$ cat src/shared/ufs_pkg.sv
// Package: register map, field layout and timing constants for the frame status block
package ufs_pkg;
    localparam int unsigned CLK_HZ = 20000000;
    localparam int unsigned TICK_HZ = 12000000;
    localparam logic [15:0] DEV1_EVENT_FLAGS_OFS = 16'hc090;
    localparam logic [15:0] DEV1_FRAME_NUMBER_OFS = 16'hc092;
    localparam logic [15:0] DEV1_FRAME_INTERVAL_COUNT_OFS = 16'hc094;
    localparam logic [15:0] DEV2_EVENT_FLAGS_OFS = 16'hc0b0;
    localparam logic [15:0] DEV2_FRAME_NUMBER_OFS = 16'hc0b2;
    localparam logic [15:0] DEV2_FRAME_INTERVAL_COUNT_OFS = 16'hc0b4;
    localparam int unsigned BUS_RESET_BIT = 8;
    localparam int unsigned TIMEOUT_FLAG_BIT = 15;
    localparam int unsigned TO_CNT_LSB = 12;
    localparam int unsigned TO_CNT_W = 3;
    localparam int unsigned FRAME_W = 11;
    localparam int unsigned COUNT_W = 14;
    localparam int unsigned EP_NUM = 8;
    localparam logic [2:0] TO_CNT_MAX = 3'h7;
    localparam logic [13:0] COUNT_RESET = 14'h2ee0;
    localparam logic [15:0] FLAGS_WMASK = 16'h01ff;
    localparam logic [15:0] COUNT_WMASK = 16'h3fff;
endpackage

$ cat src/design/ufs_top.sv
// Top: two engines, 12 MHz time base and register port
//
// Behaviour
// - Bus reset sets bus-reset flag
// - Ack, stall, timeout, errors set endpoint flag
// - Nak sets endpoint flag when enabled
// - Full speed captures sof frame number
// - Timeout leaves frame number unchanged
// - Timeout flag marks timeout event
// - Timeout counter increments, saturates at seven
// - Sof or eop clears timeout counter
// - Counter increments only when timeout enabled
// - Expired down counter raises timeout
// - Down counter steps at 12 MHz
// - Count resets to 0x2ee0
// - Count reads live down counter
// - Two engines at distinct addresses
// - Writing one clears a status flag
`timescale 1ns/10ps
`default_nettype none
module ufs_top (
    input wire logic clk_i, // 20 MHz clock
    input wire logic srst_i, // Sync reset, high
    input wire logic [15:0] reg_addr_i, // Register byte address
    input wire logic reg_wr_i, // Write strobe
    input wire logic reg_rd_i, // Read strobe
    input wire logic [15:0] reg_wdata_i, // Write data
    output logic [15:0] reg_rdata_o, // Read data, next cycle
    input wire logic [1:0] usb_reset_i, // Bus reset per engine
    input wire logic [15:0] ep_done_i, // Done events, engine 2 in high byte
    input wire logic [15:0] ep_nak_i, // Nak events
    input wire logic [15:0] ep_nak_en_i, // Nak enables
    input wire logic [1:0] full_speed_i, // Full speed per engine
    input wire logic [1:0] sof_i, // Sof received
    input wire logic [21:0] sof_frame_i, // Frame numbers, engine 2 high
    input wire logic [1:0] eop_i, // Eop received
    input wire logic [1:0] timeout_en_i, // Timeout interrupt enables
    output logic [1:0] timeout_o // Timeout pulse per engine
);
    // ------------------------------------------------------------
    // Time base
    // ------------------------------------------------------------
    typedef struct packed {
        logic [24:0] acc;
        logic tick;
        logic [15:0] rdata;
        logic [1:0] to;
    } ufs_top_t;

    ufs_top_t st_reg, st_next;
    logic [15:0] flags [2];
    logic [15:0] frame [2];
    logic [13:0] count [2];
    logic [1:0] flags_clr;
    logic [1:0] count_wr;

    function automatic logic hit(input logic [15:0] a, input logic [15:0] ofs);
        hit = (a == ofs);
    endfunction

    // ------------------------------------------------------------
    // Engines
    // ------------------------------------------------------------
    assign flags_clr[0] = reg_wr_i & hit(reg_addr_i, ufs_pkg::DEV1_EVENT_FLAGS_OFS);
    assign flags_clr[1] = reg_wr_i & hit(reg_addr_i, ufs_pkg::DEV2_EVENT_FLAGS_OFS);
    assign count_wr[0] = reg_wr_i & hit(reg_addr_i, ufs_pkg::DEV1_FRAME_INTERVAL_COUNT_OFS);
    assign count_wr[1] = reg_wr_i & hit(reg_addr_i, ufs_pkg::DEV2_FRAME_INTERVAL_COUNT_OFS);

    for (genvar g = 0; g < 2; g++) begin : g_eng
        ufs_engine ufs_engine_inst (
            .clk_i(clk_i),
            .srst_i(srst_i),
            .usb_reset_i(usb_reset_i[g]),
            .ep_done_i(ep_done_i[8*g +: 8]),
            .ep_nak_i(ep_nak_i[8*g +: 8]),
            .ep_nak_en_i(ep_nak_en_i[8*g +: 8]),
            .full_speed_i(full_speed_i[g]),
            .sof_i(sof_i[g]),
            .sof_frame_i(sof_frame_i[11*g +: 11]),
            .eop_i(eop_i[g]),
            .timeout_en_i(timeout_en_i[g]),
            .tick_i(st_reg.tick),
            .flags_clr_i(flags_clr[g]),
            .flags_wdata_i(reg_wdata_i),
            .count_wr_i(count_wr[g]),
            .count_wdata_i(reg_wdata_i[13:0] & ufs_pkg::COUNT_WMASK[13:0]),
            .flags_o(flags[g]),
            .frame_o(frame[g]),
            .count_o(count[g])
        );
    end

    // ------------------------------------------------------------
    // Registers
    // ------------------------------------------------------------
    always_comb begin
        st_next = st_reg;
        // Fractional accumulator, 12 ticks per 20 clocks
        if (st_reg.acc + 25'(ufs_pkg::TICK_HZ) >= 25'(ufs_pkg::CLK_HZ)) begin
            st_next.acc = st_reg.acc + 25'(ufs_pkg::TICK_HZ) - 25'(ufs_pkg::CLK_HZ);
            st_next.tick = 1'b1;
        end else begin
            st_next.acc = st_reg.acc + 25'(ufs_pkg::TICK_HZ);
            st_next.tick = 1'b0;
        end
        st_next.to = {frame[1][ufs_pkg::TIMEOUT_FLAG_BIT], frame[0][ufs_pkg::TIMEOUT_FLAG_BIT]};
        if (reg_rd_i) begin
            case (reg_addr_i)
                ufs_pkg::DEV1_EVENT_FLAGS_OFS: st_next.rdata = flags[0];
                ufs_pkg::DEV1_FRAME_NUMBER_OFS: st_next.rdata = frame[0];
                ufs_pkg::DEV1_FRAME_INTERVAL_COUNT_OFS: st_next.rdata = {2'h0, count[0]};
                ufs_pkg::DEV2_EVENT_FLAGS_OFS: st_next.rdata = flags[1];
                ufs_pkg::DEV2_FRAME_NUMBER_OFS: st_next.rdata = frame[1];
                ufs_pkg::DEV2_FRAME_INTERVAL_COUNT_OFS: st_next.rdata = {2'h0, count[1]};
                default: st_next.rdata = 16'h0000;
            endcase
        end
    end

    always_ff @(posedge clk_i) begin
        if (srst_i) begin
            st_reg <= '{acc: 25'h0, tick: 1'b0, rdata: 16'h0000, to: 2'h0};
        end else begin
            st_reg <= st_next;
        end
    end

    assign reg_rdata_o = st_reg.rdata;
    assign timeout_o = st_reg.to;
endmodule
`default_nettype wire

$ cat src/design/ufs_engine.sv
// One engine: event flags, frame capture and frame-interval timeout
`timescale 1ns/10ps
`default_nettype none
module ufs_engine (
    input wire logic clk_i, // Clock
    input wire logic srst_i, // Sync reset
    input wire logic usb_reset_i, // Bus reset seen
    input wire logic [7:0] ep_done_i, // Ack/stall/timeout/error per endpoint
    input wire logic [7:0] ep_nak_i, // Nak sent per endpoint
    input wire logic [7:0] ep_nak_en_i, // Nak counts as done
    input wire logic full_speed_i, // Full-speed link
    input wire logic sof_i, // Sof received, frame valid
    input wire logic [10:0] sof_frame_i, // Frame number of sof
    input wire logic eop_i, // Eop marker received
    input wire logic timeout_en_i, // Timeout interrupt enable
    input wire logic tick_i, // 12 MHz tick
    input wire logic flags_clr_i, // Flag write strobe
    input wire logic [15:0] flags_wdata_i, // Flag write data
    input wire logic count_wr_i, // Count write strobe
    input wire logic [13:0] count_wdata_i, // Count write data
    output logic [15:0] flags_o, // Event flags
    output logic [15:0] frame_o, // Frame number register
    output logic [13:0] count_o // Live down counter
);
    typedef struct packed {
        logic rst_flag;
        logic [7:0] ep_flag;
        logic to_flag;
        logic [2:0] to_cnt;
        logic [10:0] frame;
        logic [13:0] interval;
        logic [13:0] down;
    } ufs_eng_t;

    ufs_eng_t st_reg, st_next;
    logic marker;
    logic [15:0] clr;

    always_comb begin
        st_next = st_reg;
        marker = sof_i | eop_i;
        clr = flags_clr_i ? (flags_wdata_i & ufs_pkg::FLAGS_WMASK) : 16'h0000;
        // Set wins over clear
        st_next.rst_flag = (st_reg.rst_flag & ~clr[ufs_pkg::BUS_RESET_BIT]) | usb_reset_i;
        st_next.ep_flag = (st_reg.ep_flag & ~clr[7:0]) | ep_done_i | (ep_nak_i & ep_nak_en_i);
        if (sof_i && full_speed_i) begin
            st_next.frame = sof_frame_i;
        end
        if (count_wr_i) begin
            st_next.interval = count_wdata_i;
        end
        st_next.to_flag = 1'b0;
        if (marker) begin
            st_next.down = count_wr_i ? count_wdata_i : st_reg.interval;
            st_next.to_cnt = 3'h0;
        end else if (count_wr_i) begin
            st_next.down = count_wdata_i;
        end else if (tick_i) begin
            if (st_reg.down == 14'h0000) begin
                st_next.to_flag = 1'b1;
                st_next.down = st_reg.interval;
                if (timeout_en_i && st_reg.to_cnt != ufs_pkg::TO_CNT_MAX) begin
                    st_next.to_cnt = st_reg.to_cnt + 3'h1;
                end
            end else begin
                st_next.down = st_reg.down - 14'h0001;
            end
        end
    end

    always_ff @(posedge clk_i) begin
        if (srst_i) begin
            st_reg <= '{rst_flag: 1'b0, ep_flag: 8'h00, to_flag: 1'b0, to_cnt: 3'h0, frame: 11'h000,
                        interval: ufs_pkg::COUNT_RESET, down: ufs_pkg::COUNT_RESET};
        end else begin
            st_reg <= st_next;
        end
    end

    assign flags_o = {7'h00, st_reg.rst_flag, st_reg.ep_flag};
    assign frame_o = {st_reg.to_flag, st_reg.to_cnt, 1'b0, st_reg.frame};
    assign count_o = st_reg.down;
endmodule
`default_nettype wire

$ cat config.mk
export PLATFORM = sky130hd
export DESIGN_NAME = ufs_top
export DESIGN_NICKNAME = d
export VERILOG_FILES = /design/src/shared/ufs_pkg.sv /design/src/design/ufs_top.sv /design/src/design/ufs_engine.sv
export SDC_FILE = /design/constraint.sdc
export NUM_CORES = 1
export LEC_CHECK = 0
export BUFFER_PORTS_ARGS = -buffer_cell sky130_fd_sc_hd__buf_2
export CAP_MARGIN = 25
export CORE_MARGIN = 4
export CORE_UTILIZATION = 51
export DETAILED_ROUTE_END_ITERATION = 10
export MAX_ROUTING_LAYER = met4
export PLACE_DENSITY = 0.77
export RECOVER_POWER = 50
export SLEW_MARGIN = 10
export SYNTH_ARGS = -nofsm -noshare
export SYNTH_HDL_FRONTEND = slang
export SYNTH_SLANG_ARGS = --single-unit
$ cat constraint.sdc
create_clock -name clk_i -period 2.8 [get_ports clk_i]
set_input_delay 0.84 -clock clk_i [delete_from_list [all_inputs] [get_ports clk_i]]
set_output_delay 0.84 -clock clk_i [all_outputs]
set_load 0.005 [all_outputs]
## Word level (Yosys, flattened, before mapping)

Index checks and enable logic that the tools add are counted.

| storage, ports and cells | value |
|---|---|
| input port bits | 116 |
| word-level logic and storage cells | 90 |
| output and inout bits | 18 |
| register bits after elaboration | 148 |

| operators by class | value |
|---|---|
| multiplexer cells | 18 |
| bitwise operators | 25 |
| magnitude comparators | 1 |
| equality and inequality tests | 8 |
| reductions and logical operators | 14 |
| add/sub/neg operators | 6 |

Operators by type and width:

| operator | number |
|---|---|
| 14-bit 2-to-1 mux | 10 |
| 16-bit == test, second input constant | 6 |
| 16-bit one-hot mux with 6 select lines | 1 |
| 8-bit AND | 4 |
| 8-bit OR | 4 |
| 14-bit zero test | 2 |
| 14-bit by 1-bit subtractor with 14-bit output, second input constant | 2 |
| 26-bit 2-to-1 mux | 1 |
| 25-bit by 24-bit adder with 25-bit output, second input constant | 1 |
| 25-bit >= comparator, second input constant | 1 |
| 25-bit subtractor, second input constant | 1 |
| 9-bit 2-to-1 mux | 2 |
| 8-bit NOT | 2 |
| 4-bit 2-to-1 mux | 2 |
| 4-bit AND reduction | 2 |
| 4-bit OR reduction | 2 |
| 3-bit by 1-bit adder with 3-bit output, second input constant | 2 |
| 1-bit AND | 6 |
| 3-bit 2-to-1 mux | 2 |
| 3-bit != test, second input constant | 2 |
| 3-bit nonzero test | 2 |
| 1-bit NOT | 5 |
| 1-bit logical AND | 4 |
| 1-bit OR | 4 |
| 2-bit OR reduction | 2 |

## Longest topological paths before layout

Gate-level depths: netlist (run 1).

| logic depth | value |
|---|---|
| word-level depth | 7 |
| depth in mapped cells | 14 |
| mapped depth without buffers | 10 |

## Modules after synthesis

Synthesis (run 1) repeated with hierarchy kept, for this count alone.

| second synthesis, totals | value |
|---|---|
| cells, all modules | 1108 |
| area, all modules | 8962.3 µm² |

Modules (own cells, without submodules):

| module | sequential area each (µm²) | cells each | instances | area an instance (µm²) |
|---|---|---|---|---|
| ufs_engine | 1041.0 | 368 | 2 | 2932.8 |
| ufs_top | 720.7 | 372 | 1 | 3096.7 |

## Worst setup path before layout (run 1)

OpenSTA, ideal clock, no wires.

| path | value |
|---|---|
| path type | register to register |
| start point | register st_reg[27] in the netlist's numbering |
| end point | register st_reg[36] in the netlist's numbering |
| buffers on the path | 2 |
| setup slack | 48 ps |
| arrival | 2636 ps |
| cell stages (with the launch flop) | 13 |
| cell sequence | dfxtp_1 > buf_2 > inv_1 > ha_1 > nand3b_1 > a211oi_1 > o311ai_1 > a21boi_1 > o211ai_2 > o211ai_2 > buf_6 > or3_1 > and3_1 |

| between the ends | value |
|---|---|
| word-level cells in the longest chain between the ends | 3 |
| elaborated cells on any way between the ends | 4 |
| those cells by class | 2 x add/sub; 1 x order compare; 1 x mux |

RTL lines:

| item | line | source |
|---|---|---|
| start: declaration | ufs_top.sv:50 | `ufs_top_t st_reg, st_next;` |
| start signal: assignment | ufs_top.sv:122 | `st_reg <= '{acc: 25'h0, tick: 1'b0, rdata: 16'h0000, to: 2'h0};` |
| start signal: assignment | ufs_top.sv:124 | `st_reg <= st_next;` |
| 25-bit by 24-bit adder with 25-bit output * | ufs_top.sv:99, ufs_top.sv:100, ufs_top.sv:103 |  |
| 25-bit subtractor / 25-bit >= comparator (equally long branches) | ufs_top.sv:100, ufs_top.sv:99 |  |
| 26-bit 2-to-1 mux * | ufs_top.sv:99 | `if (st_reg.acc + 25'(ufs_pkg::TICK_HZ) >= 25'(ufs_pkg::CLK_HZ)) begin` |

Every way passes the cells marked *; elsewhere a longest branch is shown, timed or not.
A chain may end at the register's enable or synchronous reset.

## Worst setup path after layout (run 1)

| path | value |
|---|---|
| start point | register g_eng[1].ufs_engine_inst.st_reg (netlist bit g_eng[1].ufs_engine_inst.count_o[0]) |
| end point | register g_eng[1].ufs_engine_inst.st_reg (netlist bit g_eng[1].ufs_engine_inst.count_o[3]) |

| between the ends | value |
|---|---|
| word-level cells in the longest chain between the ends | 5 |
| elaborated cells on any way between the ends | 6 |
| those cells by class | 1 x add/sub; 4 x mux; 1 x reduce/logical |

RTL lines:

| item | line | source |
|---|---|---|
| start: declaration | ufs_engine.sv:35 | `ufs_eng_t st_reg, st_next;` |
| start signal: assignment | ufs_engine.sv:73 | `st_reg <= '{rst_flag: 1'b0, ep_flag: 8'h00, to_flag: 1'b0, to_cnt: 3'h0, frame: 11'h000,` |
| start signal: assignment | ufs_engine.sv:76 | `st_reg <= st_next;` |
| 14-bit by 1-bit subtractor with 14-bit output / 14-bit zero test (equally long branches) | ufs_engine.sv:66, ufs_engine.sv:59 |  |
| 14-bit 2-to-1 mux * | ufs_engine.sv:59 | `if (st_reg.down == 14'h0000) begin` |
| 14-bit 2-to-1 mux * | ufs_engine.sv:58 | `end else if (tick_i) begin` |
| 14-bit 2-to-1 mux * | ufs_engine.sv:56 | `end else if (count_wr_i) begin` |
| 14-bit 2-to-1 mux * | ufs_engine.sv:53 | `if (marker) begin` |

Every way passes the cells marked *; elsewhere a longest branch is shown, timed or not. The select of a mux whose other input is x is not followed.

==> out/qor.csv, run 1 <==
metric,value,unit
status,"complete, but fails checks",
violations,"max-capacitance violations, max-slew violations",
synth_area_leaders,"dfxtp_1 (36%), a21oi_1 (7.6%), nand2_1 (7.4%), nor2_1 (5.2%), o21ai_0 (2.8%)",
ioPinCount,134,
slew_headroom,-1.67,%
clk_pin_slew,0.07,ns
path_cells,inv_1 > ha_1 > or3b_1 > or4_1 > nor3_4 > buf_4 > o21a_1 > nor2_1 > a31oi_1 > o221ai_1 > a21oi_1,
vias,7791,
max-clock-path-buffers,2,
antenna_found_initial,0,
dpl_cell_area,0.00863,mm2
syn_inst,985,
finalWeightedCongestion,0.928,
hold_depth,2,
synth_compound_area_share,24.3,%
viasPerCell,5.94,
fp.dieH,131,um
cts_tree,built,
track_usage,26.6,%
grt_overflow,0,
whs_endpoint,g_eng[1].ufs_engine_inst.st_reg[21]$_SDFF_PP1_,
synthArstFlopShare,0,%
n_antenna_cell,0,
postCtsSetupRepairBufs,0,
rr_worst_depth,11,
min_from,g_eng[1].ufs_engine_inst.st_reg[21]$_SDFF_PP1_,
rows,44,
tightest_slew,1.53,ns
synth_nets,1110,
synth.top_cells.by_count,"nand2_1 (152), dfxtp_1 (140), a21oi_1 (117), nor2_1 (106)",
initial_core_util,52.6,%
final_hold_viol_count,0,
cap_violations,1,
synthToLayoutAreaGrowth,19.6,%
routedWlPerCell,17.4,um
drv_slew,34,
p_leak,3.69,nW
setup_viol,0,
nets,1239,
synth_area,0.00771,mm2
seq_area,0.00280,mm2
cpMaxStageDelayCell,or4_1,
totalWireLength,22800,um
drc,0,
critPathKind,reg2reg,
worst-r2r-setup-slack,0.11,ns
hold_slack,0.439,ns
clock_skew,0.00834,ns
synth_xor_xnor_area_share,2.84,%
insertion_delay,0.43,ns
fin_crit_sh,96.1,%
synth.area.mux_share,3.38,%
yosysSeqAreaShare,36.4,%
die-area,0.0171,mm2
port_buffers,131,
r2r-end,g_eng[1].ufs_engine_inst.count_o[3]$_SDFFE_PP0P_,
synth_top_family_by_area,simple AND/OR/NAND/NOR gates,
ys_warn_count,0,
synth_seq_cells,140,
synth_simple_gate_area_share,25.4,%
vdd_drop_max,0.679,mV
grt_pass1_wl,35000,um
htreeDepth,4,
worst_ep_arrival_time,3.03,ns
critPathRequiredTime,3.14,ns
nFillCells,1320,
setup_ws,0.108,ns
ys.flop_type,dfxtp_1,
min_path_type,reg2reg,
yosysMostFrequentCell,nand2_1,
r2r-start,g_eng[1].ufs_engine_inst.count_o[0]$_SDFFE_PP0P_,
p_per_area,760,mW/mm2
synth_area_per_cell,7.83,um2
dpl.hpwl,16900,um
grt_pass1_vias,6908,
grt_max_degree,52,
fin_area,0.00922,mm2
worst_setup_path_start_kind,register,
yosysTopAreaCell,dfxtp_1,
yosys.cell_types.count,77,
die_x,131,um
max_stage_delay,0.58,ns
crit_fanout,4,
hold_buffers,0,
multi_input_area,0.00449,mm2
dr.pass1.iters,5,
finalNonFillerCells,1311,
synth-edff-count,0,
clockRootBuffer,clkbuf_16,
largest_register_ffs,30,
ant_nets,0,
drive_gt1_share,21.8,%
endpoint_kind,register,
dp.cells,1279,
clock-sinks,140,
synth_fa_ha_area_share,1.46,%
setup_tns,0,ns
dpl_worst_slack,-0.0273,ns
synth_top_area_share,36.4,%
core_region_area,0.0146,mm2
drt_iter0_drc,754,
fin_crit,2.69,ns
fmax,371,MHz
cts_buffers,17,
-- placed cells by master (no fill, tap or decap), drive strengths merged, types with 5 or more instances in the layout --
cell and n:
a21oi 117, or3 15, a31oi 5, xor2 7
xnor2 18, nor3 42, nand3 5, mux2i 17
inv 22, a211oi 10, o31ai 9, o221ai 10
nor4 9, clkinv 5, and2 12, nor2 107
ha 9, and3 11, o21bai 7, nand2 152
buf 163, a22o 7, o21ai 49, a221oi 18
clkbuf 43, dfxtp 140, nor2b 12, nand2b 5
or4 5, mux2 8, o211ai 8, a22oi 6
a221o 5, o21a 5
-- layer usage --
metal	vias up	GRT usage (%)	routed length, um
met2	311	40.1	10500
met4	0	7.80	465
li1	3785	-	-
met1	3658	36.2	10000
met5	-	-	0
met3	37	5.37	1800
-- how the worst max path moves through the flow --
stage	from	to	slack, ns
after floorplan	st_reg[27]$_SDFFE_PP0N_	st_reg[36]$_SDFF_PP0_	0.05
after global placement	reg_addr_i[0]	g_eng[1].ufs_engine_inst.count_o[13]$_SDFFE_PP1P_	0.009
after detailed placement	reg_addr_i[0]	g_eng[1].ufs_engine_inst.count_o[13]$_SDFFE_PP1P_	-0.03
after CTS	st_reg[27]$_SDFFE_PP0N_	st_reg[37]$_SDFF_PP0_	0.006
after global routing	st_reg[30]$_SDFF_PP0_	st_reg[31]$_SDFF_PP0_	-0.03
final	g_eng[1].ufs_engine_inst.count_o[0]$_SDFFE_PP0P_	g_eng[1].ufs_engine_inst.count_o[3]$_SDFFE_PP0P_	0.11
-- cell families after synthesis --
family / Yosys count
adders and majority gates: 9
xor gates and xnor gates: 25
buffers and inverters: 95
DFF: 140
and+or+nand+nor: 402
AOI/OAI and AO/OA: 289
muxes: 25
-- area by class of cell --
type                            count  area share (%)
Clock inverter                     15            1.70
Multi-Input combinational cell    750            48.7
Inverter                           16           0.651
Timing Repair Buffer              189            11.5
Sequential cell                   140            30.4
Clock buffer                       17            4.61
Tap cell                          184            2.50
-- power by group --
part | switching (mW) | leakage [nW] | internal (mW)
Clock | 1.01 | 0.271 | 1.18
Sequential | 0.254 | 1.15 | 2.17
Combinational | 1.29 | 2.27 | 1.11
Total | 2.55 | 3.69 | 4.46
-- critical path: cells and delay by family, from the launching register on --
family                     cells  cell delay (ns)
and+or+nand+nor                4             1.23
AOI/OAI and AO/OA              4             0.65
buffers and inverters          2             0.22
DFF                            1             0.31
adders and majority gates      1             0.18
-- stage by stage --
| step | total power, mW | util [%] |
|---|---|---|
| floorplan | 4.15 | - |
| global placement | 4.66 | 59.0 |
| detailed placement | 4.73 | 59.0 |
| CTS | 6.92 | 63.0 |
| global route | 7.40 | 63.0 |
| finish | 7.01 | 63.0 |
-- repair_timing --
item | 4_1_cts | 5_1_grt
resized for setup | 2 | 14
pin swaps | 0 | 3
gates cloned | 0 | 0
hold endpoints to repair | 0 | 0
setup endpoints to repair | 3 | 14
No activity file was read; power rests on OpenSTA's default activity.
==> run 2, diff against run 1 <==
--- a/config.mk
+++ b/config.mk
@@ -8,10 +8,11 @@
 export BUFFER_PORTS_ARGS = -buffer_cell sky130_fd_sc_hd__buf_2
 export CAP_MARGIN = 25
 export CORE_MARGIN = 4
-export CORE_UTILIZATION = 51
+export CORE_UTILIZATION = 53
+export CTS_BUF_LIST = sky130_fd_sc_hd__clkbuf_4
 export DETAILED_ROUTE_END_ITERATION = 10
 export MAX_ROUTING_LAYER = met4
-export PLACE_DENSITY = 0.77
+export PLACE_DENSITY = 0.79
 export RECOVER_POWER = 50
 export SLEW_MARGIN = 10
 export SYNTH_ARGS = -nofsm -noshare
==> run 2 against run 1 <==
Compared with the run above: the run now ends clean; first-iteration DRC count up 1.3%; critical path depth unchanged; sequential power is essentially flat; die area decreased by 3.5%; routed wire length down 0.37%; critical endpoint is now st_reg[37]$_SDFF_PP0_; highest routed layer unchanged.
==> out/qor.csv, run 2 (synthesis results as in run 1) <==
metric,value,unit,change
crit_fanout,21,,was 4
clk_pin_slew,0.11,ns,was 0.07 ns
fin_area,0.00895,mm2,was 0.00922 mm2
finalWeightedCongestion,0.940,,was 0.928
drive_gt1_share,22.3,%,was 21.8%
max-clock-path-buffers,2,,unchanged
cts_buffers,17,,unchanged
crit_family,compound AO/OA/AOI/OAI gates,,was simple AND/OR/NAND/NOR gates
p_per_area,684,mW/mm2,was 760 mW/mm2
drc,0,,unchanged
dpl.hpwl,16900,um,about the same
grt_max_degree,37,,was 52
insertion_delay,0.56,ns,was 0.43 ns
die_x,129,um,was 131 um
routedWlPerCell,17.3,um,was 17.4 um
endpoint_kind,register,,unchanged
path_buf_inv,2,,unchanged
clock-sinks,140,,unchanged
n_antenna_cell,0,,unchanged
dpl_worst_slack,0.00313,ns,was -0.0273 ns
cts_tree,built,,unchanged
totalWireLength,22700,um,was 22800 um
critPathKind,reg2reg,,unchanged
min_path_type,reg2reg,,unchanged
p_leak,3.59,nW,was 3.69 nW
largest_register_ffs,30,,unchanged
status,finished clean,,"was complete, but fails checks"
ant_nets,0,,unchanged
hold_slack,0.448,ns,was 0.439 ns
dpl_cell_area,0.00867,mm2,was 0.00863 mm2
power.total,6.12,mW,was 7.01 mW
grt_pass1_vias,7050,,was 6908
final_hold_viol_count,0,,unchanged
viasPerCell,5.92,,was 5.94
grt_overflow,0,,unchanged
rsz0062_at_grt,true,,
ioPinCount,134,,unchanged
fin_crit,2.74,ns,was 2.69 ns
critPathRequiredTime,3.27,ns,was 3.14 ns
setup_viol,0,,unchanged
slew_headroom,2.19,%,was -1.67%
max_stage_delay,0.36,ns,was 0.58 ns
mostFrequentLayoutCell,nand2_1,,unchanged
clock_skew,0.0183,ns,was 0.00834 ns
layout_common_cells,"nand2_1 (152), dfxtp_1 (137), buf_2 (118), a21oi_1 (115), nor2_1 (106)",,"was nand2_1 (151), dfxtp_1 (139), a21oi_1 (116), buf_2 (111), nor2_1 (106)"
port_buffers,131,,unchanged
drv_slew,0,,was 34
die-area,0.0165,mm2,was 0.0171 mm2
initial_core_util,54.9,%,was 52.6%
post-route-util,63.8,%,was 63.0%
fin_crit_sh,97.7,%,was 96.1%
clockRootBuffer,clkbuf_4,,was clkbuf_16
tightest_slew,1.47,ns,was 1.53 ns
antenna_found_initial,0,,unchanged
nets,1241,,was 1239
fmax,366,MHz,was 371 MHz
cpMaxStageDelayCell,or3_1,,was or4_1
cpMostUsedCell,o211ai_2,,
track_usage,27.5,%,was 26.6%
path_cells,inv_1 > ha_4 > and3b_1 > o32ai_4 > o311ai_2 > a21boi_2 > o211ai_2 > o211ai_2 > buf_12 > or3_1 > and3_1,,was inv_1 > ha_1 > or3b_1 > or4_1 > nor3_4 > buf_4 > o21a_1 > nor2_1 > a31oi_1 > o221ai_1 > a21oi_1
setup_ws,0.0644,ns,was 0.108 ns
htreeDepth,4,,unchanged
rows,43,,was 44
grt_pass1_wl,35200,um,was 35000 um
core_region_area,0.0140,mm2,was 0.0146 mm2
vdd_drop_max,0.855,mV,was 0.679 mV
worst_ep_arrival_time,3.20,ns,was 3.03 ns
synthToLayoutAreaGrowth,16.1,%,was 19.6%
worst_setup_path_start_kind,register,,unchanged
hold_buffers,0,,unchanged
dr.pass1.iters,8,,was 5
drt_iter0_drc,764,,was 754
fp.dieH,129,um,was 131 um
vias,7745,,was 7791
cap_violations,0,,was 1
[run 2: layer usage]
layer  vias up  track usage, %  part of all wire [%]
met5         -               -                     0
met4         0            7.84                   2.2
met3        38            5.23                   8.1
met2       296            42.5                    46
met1      3609            36.8                    44
li1       3802               -                     -
[run 2: path summary, 6_finish.rpt]
kind,from,end,slack [ns],cells past startpoint
max,st_reg[27]$_SDFFE_PP0N_,st_reg[37]$_SDFF_PP0_,0.06,11
min,g_eng[1].ufs_engine_inst.st_reg[25]$_SDFF_PP1_,g_eng[1].ufs_engine_inst.st_reg[25]$_SDFF_PP1_,0.45,2
max reg2reg,st_reg[27]$_SDFFE_PP0N_,st_reg[37]$_SDFF_PP0_,0.06,11
min reg2reg,g_eng[1].ufs_engine_inst.st_reg[25]$_SDFF_PP1_,g_eng[1].ufs_engine_inst.st_reg[25]$_SDFF_PP1_,0.45,2
[run 2: power by group]
group          internal, mW  switching (mW)
clock network         0.472           0.721
registers              2.17           0.242
logic                  1.17            1.35
[run 2: what timing repair did]
action / 4_1_cts / 5_1_grt
endpoints found under the hold margin: 0 / 0
buffers inserted: 0 / 1
resized for setup: 4 / 19
setup endpoints to repair: 3 / 24
pin swaps: 0 / 4
[run 2: final cells by class]
type | count | area (um2)
sequential | 140 | 2810
tap | 180 | 225
timing repair buffer | 191 | 1100
clock inverter | 9 | 73.8
multi-input combinational | 750 | 4520
inverter | 16 | 60.1
fill | 1288 | 5090
clock buffer | 22 | 165
[run 2: metrics by stage]
stage | cells | setup TNS [ns]
after detailed placement | 1276 | 0
after global placement | 1276 | 0
after CTS | 1307 | 0
after global routing | 1308 | -0.111
after floorplan | 985 | 0
final | 1308 | 0
[run 2: worst min-delay path, cell delays in order (launching register included)]
cell and delay [ns]:
dfxtp_1 0.33, nand2_1 0.05, nand2_1 0.04
